--- src/ofe_pkg.sv ---
// Purpose: constants and types for the oscillator force-enable and sleep
//          regulator control block
// Assumes: AHB-Lite slave, 32-bit data, one aligned word per register
// Notes:   offsets are byte addresses
// Function
// - bits 7..2 force six oscillators on; clear means peripheral request only
// - secondary force keeps it running at its own configured power setting
// - low-power sleep regulator only when power-mode select bit is set
// - regulator and reference stay enabled throughout sleep in every mode
// - wake from low-power sleep waits extra stabilization delay
package ofe_pkg;
	localparam logic [11:0] ofe_osc_force_off = 12'h000;
	localparam logic [11:0] ofe_reg_ctrl_off = 12'h004;
	localparam logic [11:0] ofe_status_off = 12'h008;
	localparam logic [7:0] ofe_osc_force_rst = 8'h00;
	localparam logic [7:0] ofe_osc_force_mask = 8'hfc;
	localparam int ofe_ext_bit = 7;
	localparam int ofe_high_bit = 6;
	localparam int ofe_med_bit = 5;
	localparam int ofe_low_bit = 4;
	localparam int ofe_sec_bit = 3;
	localparam int ofe_conv_bit = 2;
	localparam int ofe_pm_bit = 1;
	localparam logic [7:0] ofe_reg_ctrl_rst = 8'h00;
	// extra wake delay in ns and in hclk cycles (40 MHz, rounded up)
	localparam int ofe_clk_ns = 25;
	localparam int ofe_wake_ns = 1000;
	localparam int ofe_wake_cyc = (ofe_wake_ns + ofe_clk_ns - 1) / ofe_clk_ns;
	localparam logic [7:0] ofe_wake_cnt = 8'(ofe_wake_cyc);

	typedef enum logic [3:0] {
		ofe_run = 4'b0001,
		ofe_sleep_norm = 4'b0010,
		ofe_sleep_lp = 4'b0100,
		ofe_wake_wait = 4'b1000
	} ofe_state_t;

	typedef struct packed {
		logic external_osc;
		logic high_internal_osc;
		logic medium_internal_osc;
		logic low_internal_osc;
		logic secondary_osc;
		logic converter_osc;
	} ofe_osc_t;

	typedef struct packed {
		logic sel;
		logic write;
		logic [1:0] trans;
		logic [11:0] addr;
	} ofe_ahb_req_t;
endpackage

--- src/ofe_ctrl.sv ---
// Purpose: oscillator force-enable register, sleep regulator mode control
// Assumes: single hclk domain; sleep and wake requests come from core logic
// Notes:   oscillator enables are force bit or peripheral request
//
// Implementation choices: the register offsets and the AHB-Lite interface to the registers.
`timescale 1ns/1ps
`default_nettype none
module ofe_ctrl (
	input wire logic hclk,
	input wire logic hresetn,
	input wire logic hsel,
	input wire logic [31:0] haddr,
	input wire logic [1:0] htrans,
	input wire logic hwrite,
	input wire logic [2:0] hsize,
	input wire logic [31:0] hwdata,
	input wire logic hready,
	output logic [31:0] hrdata,
	output logic hreadyout,
	output logic hresp,
	input wire logic [5:0] periph_osc_req,
	input wire logic sleep_req,
	input wire logic wake_req,
	output ofe_pkg::ofe_osc_t osc_enable,
	output logic secondary_osc_use_power_cfg,
	output logic regulator_enable,
	output logic regulator_low_power,
	output logic core_hold
);
	import ofe_pkg::*;

	// ----------------------------------------------------------------
	// bus address phase capture
	// ----------------------------------------------------------------
	ofe_ahb_req_t req, next_req;
	logic [7:0] osc_force, next_osc_force;
	logic [7:0] reg_ctrl, next_reg_ctrl;
	logic [31:0] next_hrdata;
	ofe_state_t state, next_state;
	logic [7:0] wake_cnt, next_wake_cnt;
	logic [5:0] req_s1, req_s2;
	logic sleep_s1, sleep_s2, wake_s1, wake_s2;
	ofe_osc_t next_osc_enable;
	logic next_sec_cfg, next_reg_lp;
	logic next_core_hold;

	function automatic logic [31:0] rd_mux(input logic [11:0] a,
			input logic [7:0] f, input logic [7:0] c,
			input ofe_state_t s);
		case (a)
			ofe_osc_force_off: rd_mux = {24'h00_0000, f};
			ofe_reg_ctrl_off: rd_mux = {24'h00_0000, c};
			ofe_status_off: rd_mux = {28'h000_0000, s};
			default: rd_mux = 32'h0000_0000;
		endcase
	endfunction

	always_comb begin
		next_req = req;
		if (hready) begin
			next_req.sel = hsel && htrans[1];
			next_req.write = hwrite;
			next_req.trans = htrans;
			next_req.addr = haddr[11:0];
		end
	end

	// ----------------------------------------------------------------
	// registers
	// ----------------------------------------------------------------
	always_comb begin
		next_osc_force = osc_force;
		next_reg_ctrl = reg_ctrl;
		next_hrdata = hrdata;
		if (req.sel && req.write) begin
			if (req.addr == ofe_osc_force_off)
				next_osc_force = hwdata[7:0] & ofe_osc_force_mask;
			if (req.addr == ofe_reg_ctrl_off)
				next_reg_ctrl = {6'h00, hwdata[ofe_pm_bit], 1'b0};
		end
		// forwarded values: a read right behind a write sees the new word
		if (hready && hsel && htrans[1] && !hwrite)
			next_hrdata = rd_mux(haddr[11:0], next_osc_force,
				next_reg_ctrl, state);
	end

	always_ff @(posedge hclk or negedge hresetn) begin
		if (!hresetn) begin
			req <= '0;
			osc_force <= ofe_osc_force_rst;
			reg_ctrl <= ofe_reg_ctrl_rst;
			hrdata <= 32'h0000_0000;
		end else begin
			req <= next_req;
			osc_force <= next_osc_force;
			reg_ctrl <= next_reg_ctrl;
			hrdata <= next_hrdata;
		end
	end

	// ----------------------------------------------------------------
	// register checks
	// ----------------------------------------------------------------
	chk_force_reserved: assert property (
		@(posedge hclk) disable iff (!hresetn)
		osc_force[1:0] == 2'b00) else $error("force bits 1:0 set");
	chk_force_write: assert property (
		@(posedge hclk) disable iff (!hresetn)
		req.sel && req.write && req.addr == ofe_osc_force_off
		|=> osc_force == ($past(hwdata[7:0]) & ofe_osc_force_mask))
		else $error("force write lost");
	// other writes must leave the force bits alone
	chk_force_hold: assert property (
		@(posedge hclk) disable iff (!hresetn)
		!(req.sel && req.write && req.addr == ofe_osc_force_off)
		|=> $stable(osc_force)) else $error("force bits changed");
	// a read in the cycle after a write must return the new word
	chk_force_read: assert property (
		@(posedge hclk) disable iff (!hresetn)
		hready && hsel && htrans[1] && !hwrite
		&& haddr[11:0] == ofe_osc_force_off
		|=> hrdata == {24'h00_0000, osc_force})
		else $error("force read wrong");
	chk_ctrl_write: assert property (
		@(posedge hclk) disable iff (!hresetn)
		req.sel && req.write && req.addr == ofe_reg_ctrl_off
		|=> reg_ctrl[ofe_pm_bit] == $past(hwdata[ofe_pm_bit]))
		else $error("mode select write lost");
	chk_ctrl_hold: assert property (
		@(posedge hclk) disable iff (!hresetn)
		!(req.sel && req.write && req.addr == ofe_reg_ctrl_off)
		|=> $stable(reg_ctrl)) else $error("mode select changed");
	chk_ctrl_reserved: assert property (
		@(posedge hclk) disable iff (!hresetn)
		reg_ctrl[7:2] == 6'h00 && !reg_ctrl[0])
		else $error("ctrl spare bits set");
	chk_ctrl_read: assert property (
		@(posedge hclk) disable iff (!hresetn)
		hready && hsel && htrans[1] && !hwrite
		&& haddr[11:0] == ofe_reg_ctrl_off
		|=> hrdata == {24'h00_0000, reg_ctrl})
		else $error("mode select read wrong");

	// ----------------------------------------------------------------
	// input synchronisers
	// ----------------------------------------------------------------
	always_ff @(posedge hclk or negedge hresetn) begin
		if (!hresetn) begin
			req_s1 <= 6'h00;
			req_s2 <= 6'h00;
			sleep_s1 <= 1'b0;
			sleep_s2 <= 1'b0;
			wake_s1 <= 1'b0;
			wake_s2 <= 1'b0;
		end else begin
			req_s1 <= periph_osc_req;
			req_s2 <= req_s1;
			sleep_s1 <= sleep_req;
			sleep_s2 <= sleep_s1;
			wake_s1 <= wake_req;
			wake_s2 <= wake_s1;
		end
	end

	// ----------------------------------------------------------------
	// sleep sequencer and outputs
	// ----------------------------------------------------------------
	always_comb begin
		next_state = state;
		next_wake_cnt = wake_cnt;
		case (state)
			ofe_run: begin
				if (sleep_s2)
					next_state = reg_ctrl[ofe_pm_bit] ? ofe_sleep_lp
						: ofe_sleep_norm;
			end
			ofe_sleep_norm: begin
				if (wake_s2)
					next_state = ofe_run;
			end
			ofe_sleep_lp: begin
				if (wake_s2) begin
					next_state = ofe_wake_wait;
					next_wake_cnt = ofe_wake_cnt;
				end
			end
			ofe_wake_wait: begin
				if (wake_cnt <= 8'h01)
					next_state = ofe_run;
				next_wake_cnt = wake_cnt - 8'h01;
			end
			default: next_state = ofe_run;
		endcase
		next_osc_enable = ofe_osc_t'(osc_force[7:2] | req_s2);
		next_sec_cfg = osc_force[ofe_sec_bit];
		next_reg_lp = (next_state == ofe_sleep_lp);
		next_core_hold = (next_state != ofe_run);
	end

	always_ff @(posedge hclk or negedge hresetn) begin
		if (!hresetn) begin
			state <= ofe_run;
			wake_cnt <= 8'h00;
			osc_enable <= '0;
			secondary_osc_use_power_cfg <= 1'b0;
			regulator_low_power <= 1'b0;
			regulator_enable <= 1'b1;
			core_hold <= 1'b0;
			hreadyout <= 1'b1;
			hresp <= 1'b0;
		end else begin
			state <= next_state;
			wake_cnt <= next_wake_cnt;
			osc_enable <= next_osc_enable;
			secondary_osc_use_power_cfg <= next_sec_cfg;
			regulator_low_power <= next_reg_lp;
			regulator_enable <= 1'b1;
			core_hold <= next_core_hold;
			hreadyout <= 1'b1;
			hresp <= 1'b0;
		end
	end

	// ----------------------------------------------------------------
	// wake delay watch
	// ----------------------------------------------------------------
	// own count of hold cycles after a low-power wake, so the delay
	// check does not lean on the sequencer's counter
	logic [7:0] lp_hold_cnt, next_lp_hold_cnt;
	logic lp_waking, next_lp_waking;

	always_comb begin
		next_lp_hold_cnt = lp_hold_cnt;
		next_lp_waking = lp_waking;
		if (state == ofe_sleep_lp && wake_s2) begin
			next_lp_waking = 1'b1;
			next_lp_hold_cnt = 8'h00;
		end else if (lp_waking) begin
			if (core_hold)
				next_lp_hold_cnt = lp_hold_cnt + 8'h01;
			else
				next_lp_waking = 1'b0;
		end
	end

	always_ff @(posedge hclk or negedge hresetn) begin
		if (!hresetn) begin
			lp_hold_cnt <= 8'h00;
			lp_waking <= 1'b0;
		end else begin
			lp_hold_cnt <= next_lp_hold_cnt;
			lp_waking <= next_lp_waking;
		end
	end

	// ----------------------------------------------------------------
	// sequencer checks
	// ----------------------------------------------------------------
	chk_osc_enable: assert property (
		@(posedge hclk) disable iff (!hresetn)
		##1 osc_enable == ofe_osc_t'($past(osc_force[7:2] | req_s2)))
		else $error("osc enable wrong");
	chk_sec_power: assert property (
		@(posedge hclk) disable iff (!hresetn)
		$rose(osc_force[ofe_sec_bit]) |=> secondary_osc_use_power_cfg
		&& osc_enable.secondary_osc) else $error("secondary not kept");
	chk_sec_follow: assert property (
		@(posedge hclk) disable iff (!hresetn)
		##1 secondary_osc_use_power_cfg == $past(osc_force[ofe_sec_bit]))
		else $error("secondary power setting lost");
	chk_lp_entry: assert property (
		@(posedge hclk) disable iff (!hresetn)
		state == ofe_run && sleep_s2 && !reg_ctrl[ofe_pm_bit]
		|=> !regulator_low_power) else $error("lp without select");
	chk_lp_select: assert property (
		@(posedge hclk) disable iff (!hresetn)
		state == ofe_run && sleep_s2 && reg_ctrl[ofe_pm_bit]
		|=> regulator_low_power) else $error("lp not entered");
	chk_lp_state: assert property (
		@(posedge hclk) disable iff (!hresetn)
		regulator_low_power == (state == ofe_sleep_lp))
		else $error("lp outside lp sleep");
	chk_lp_stay: assert property (
		@(posedge hclk) disable iff (!hresetn)
		state == ofe_sleep_lp && !wake_s2 |=> regulator_low_power)
		else $error("lp left while asleep");
	chk_reg_on: assert property (
		@(posedge hclk) disable iff (!hresetn)
		regulator_enable) else $error("regulator off");
	chk_lp_wake: assert property (
		@(posedge hclk) disable iff (!hresetn)
		state == ofe_sleep_lp && wake_s2 |=> core_hold [*8])
		else $error("lp wake too soon");
	// hold must fall exactly one full delay after the wake was seen
	chk_wake_len: assert property (
		@(posedge hclk) disable iff (!hresetn)
		lp_waking && !core_hold |-> lp_hold_cnt == ofe_wake_cnt)
		else $error("lp wake delay wrong length");
	chk_norm_wake: assert property (
		@(posedge hclk) disable iff (!hresetn)
		state == ofe_sleep_norm && wake_s2 |=> !core_hold)
		else $error("normal wake delayed");
	chk_norm_no_wait: assert property (
		@(posedge hclk) disable iff (!hresetn)
		state == ofe_sleep_norm |=> state != ofe_wake_wait)
		else $error("normal wake waited");
	chk_wait_from_lp: assert property (
		@(posedge hclk) disable iff (!hresetn)
		state == ofe_wake_wait && $past(state) != ofe_wake_wait
		|-> $past(state) == ofe_sleep_lp) else $error("wait not from lp");
	chk_hold_state: assert property (
		@(posedge hclk) disable iff (!hresetn)
		core_hold == (state != ofe_run)) else $error("hold mismatch");
endmodule
`default_nettype wire

--- config.mk ---
export PLATFORM = sky130hd
export DESIGN_NAME = ofe_ctrl
export DESIGN_NICKNAME = d
export VERILOG_FILES = /design/src/ofe_pkg.sv /design/src/ofe_ctrl.sv
export SDC_FILE = /design/constraint.sdc
export NUM_CORES = 1
export LEC_CHECK = 0
export BUFFER_PORTS_ARGS = -buffer_cell sky130_fd_sc_hd__buf_4
export CAP_MARGIN = 20
export CORE_AREA = 2 2 81 83
export DETAILED_ROUTE_END_ITERATION = 12
export DIE_AREA = 0 0 83 85
export GPL_TIMING_DRIVEN = 0
export HOLD_SLACK_MARGIN = 0.03
export PLACE_DENSITY_LB_ADDON = 0.2
export SLEW_MARGIN = 40
export SYNTH_ARGS = -nofsm -noshare
export SYNTH_HDL_FRONTEND = slang
export SYNTH_SLANG_ARGS = --single-unit
--- constraint.sdc ---
create_clock -name hclk -period 4 [get_ports hclk]
set_input_delay 0.2 -clock hclk [delete_from_list [all_inputs] [get_ports hclk]]
set_output_delay 0.2 -clock hclk [all_outputs]
set_load 0.1 [all_outputs]
==> metrics.yaml <==
logic_synthesis:
  synth_top_flop_cell: "dfrtp_1"
  synth_area_leader_cell: "dfrtp_1"
  ys_seq_area_share_pct: 60.3
  ys_seq_elements: 75
  syn_inst: 253
  synth_top_family_by_area: "simple AND/OR/NAND/NOR gates"
  synth_cell_types: 42
  muxShareOfSynthArea_pct: 8.43
  synthSimpleGateAreaFrac_pct: 14.7
  synth.cell_area_um2: 3120
  synthAdderAreaFrac_pct: 0.803
  avgSynthCellArea_um2: 12.3
  synth_edf_count: 0
  synthArstFlopShare_pct: 100
  synth_compound_area_share_pct: 7.27
  ys_top_cells_by_area: "dfrtp_1, buf_4, mux2_2"
  synth.top_cell.area_share_pct: 59.4
  ys_warn_count: 0
  synth-xor-area-share_pct: 0
finish:
  drive_gt1_share_pct: 35.8
  nNetsFinal: 429
  seq_area_um2: 1880
  final_cell_area_um2: 3980
  area_growth_pct: 27.8
  multiInputGateArea_um2: 1070
  final_common_cell: "dfrtp_1"
  n_fill_cell: 501
  layout_common_cells: "dfrtp_1, buf_4, conb_1, mux2_2, nand2_1"
  diodes: 0
drt:
  routed_wl_mm: 5.53
  drt_first_pass_iters: 4
  antenna_left: 0
  dr.first_iter.drc_count: 95
  wl_per_cell_um: 13.0
  via_count: 2054
  routed_via_density: 4.82
  route.detailed.drc: 0
placed_design:
  dp_hpwl_mm: 3.84
  portBuffers: 47
  dpl-instance-area_um2: 3660
  place_congestion: 0.794
critical_path:
  reg2reg_depth: 5
  cp.required_ns: 4.23
  reg2reg_slack_ns: 1.62
  startpoint_type: "register"
  slowest_stage: "nor4_4"
  cp-end-kind: "register"
  cp.arrival_ns: 2.62
  crit_start: "req[11]$_DFFE_PN0P_"
  crit_type: "register to register"
  critPathMaxFanout: 9
  r2r_start: "req[11]$_DFFE_PN0P_"
  critPathMaxStageDelay_ns: 0.69
  cp-endpoint: "hrdata[7]$_DFFE_PN0P_"
  r2r_end: "hrdata[7]$_DFFE_PN0P_"
  cp_cell_sequence: "or4_4 > nor4_4 > mux2_2 > a32oi_1 > nand2_1"
timing:
  layout_min_cycle_time_ns: 2.38
  slew_headroom_pct: 45.8
  skew_ns: 0.00556
  finalSetupViolCount: 0
  finalSetupTns_ns: 0
  rsz0062_at_grt: "false"
  clock.fmax_ghz: 0.419
  finalHoldViolations: 0
  drv_slew: 0
  tightest_slew_ns: 0.806
  fin_crit_sh_pct: 59.6
clocking:
  clock_latency_ns: 0.34
  cts_resized: 0
  cts-htree-levels: 3
  cts_tree: "yes"
  cts.sinks: 75
  cts_buffers: 9
  clk_pin_slew_ns: 0.07
  root_buffer: "clkbuf_8"
  clockBufferDepth: 2
die:
  die_x_um: 83
  io_pins: 126
  core_um2: 6200
  rows: 29
  initial_core_util_pct: 50.2
  die_h_um: 85
  fp.dieArea_um2: 7060
global_routing:
  track_usage_pct: 17.2
  grt_pass1_vias: 2050
  grt_first_pass_wirelength_mm: 9.43
  overflow: 0
  antenna_found_initial: 0
  grt_max_degree: 76
pwr:
  p_per_area_nw_per_um2: 496
  leakage_nw: 1.93
  peakVddDrop_uv: 343
min_path:
  hold_path_class: "primary input to register"
run_status:
  status: "completed"
job:
  drv_cap: 0
==> cells by family (layout without fill, tap and decap cells) <==
logic type                 after synthesis  after routing
buffers and inverters                   42            113
adders and majority gates                2              2
AOI/OAI and AO/OA                       33             33
muxes                                   23             23
other                                    2             27
DFF                                     75             75
and+or+nand+nor                         76             76
==> worst min-delay path by stage <==
stage	to	from	cells past startpoint	slack [ns]
after floorplan	core_hold$_DFF_PN0_	hresetn	0	-0.1
after global placement	req_s1[4]$_DFF_PN0_	periph_osc_req[4]	1	0.31
after detailed placement	wake_cnt[7]$_DFFE_PN0P_	hresetn	1	0.26
after CTS	req[6]$_DFFE_PN0P_	haddr[6]	2	0.09
after global routing	req[11]$_DFFE_PN0P_	haddr[11]	2	0.09
final	req[8]$_DFFE_PN0P_	haddr[8]	2	0.1
==> registers in the layout (all words and copies together), names as in the netlist, 4 cells and up <==
| register | flops |
|---|---|
| req_s2 | 6 |
| state | 4 |
| osc_enable | 6 |
| hrdata | 8 |
| req_s1 | 6 |
| osc_force | 8 |
| wake_cnt | 8 |
| reg_ctrl | 8 |
| req | 14 |
==> through the flow <==
step	setup slack (ns)	cells	hold slack [ns]	power, mW	utilization, %
6_report	1.62	426	0.0987	1.98	64.2
5_1_grt	1.47	426	0.0854	2.07	64.2
3_5_place_dp	1.57	402	0.265	1.32	59.0
2_1_floorplan	1.88	278	-0.0956	1.22	-
3_3_place_gp	1.59	402	0.309	1.31	59.0
4_1_cts	1.56	426	0.0866	2.00	64.2
==> cells in the mapped netlist (all sizes together) (6+ instances only) <==
library cell,count
a32oi,7
clkbuf,10
a21oi,7
nand2,14
nor3,6
nand3,7
mux2,20
or2,6
buf,28
nor2,9
dfrtp,74
o21ai,6
and2,7
==> per-layer routing <==
metal / GRT usage [%] / part of all wire, % / up-vias
met5: 0 / 0 / -
met1: 21.8 / 44 / 969
met2: 26.9 / 48 / 52
met3: 4.86 / 5.6 / 9
met4: 9.39 / 1.9 / 0
li1: - / - / 1024
==> timing repair <==
action	in CTS	in global routing
endpoints found under the hold margin	82	0
setup buffers	0	0
hold buffers	9	0
==> report_power, final <==
| part | leakage (nW) | internal [mW] | switching (mW) |
|---|---|---|---|
| Sequential | 0.950 | 0.832 | 0.0457 |
| Combinational | 0.861 | 0.127 | 0.303 |
| Clock | 0.119 | 0.407 | 0.260 |
==> worst max-delay path, delay by kind of cell (launching register included) <==
| kind | cells | cell delay [ns] |
|---|---|---|
| AOI/OAI and AO/OA | 1 | 0.16 |
| DFF | 1 | 0.38 |
| muxes | 1 | 0.43 |
| and+or+nand+nor | 3 | 1.32 |
==> area by class of cell <==
| class | count | share of cell area, % |
|---|---|---|
| multi-input cells | 161 | 27.0 |
| well taps | 77 | 2.42 |
| inverters | 4 | 0.377 |
| repair buffers | 56 | 11.2 |
| plain buffers | 38 | 6.13 |
| clock buffers | 9 | 3.11 |
| flip-flops and latches | 75 | 47.2 |
| clock inverters | 6 | 2.64 |
Power figures use the tool's default switching activity.
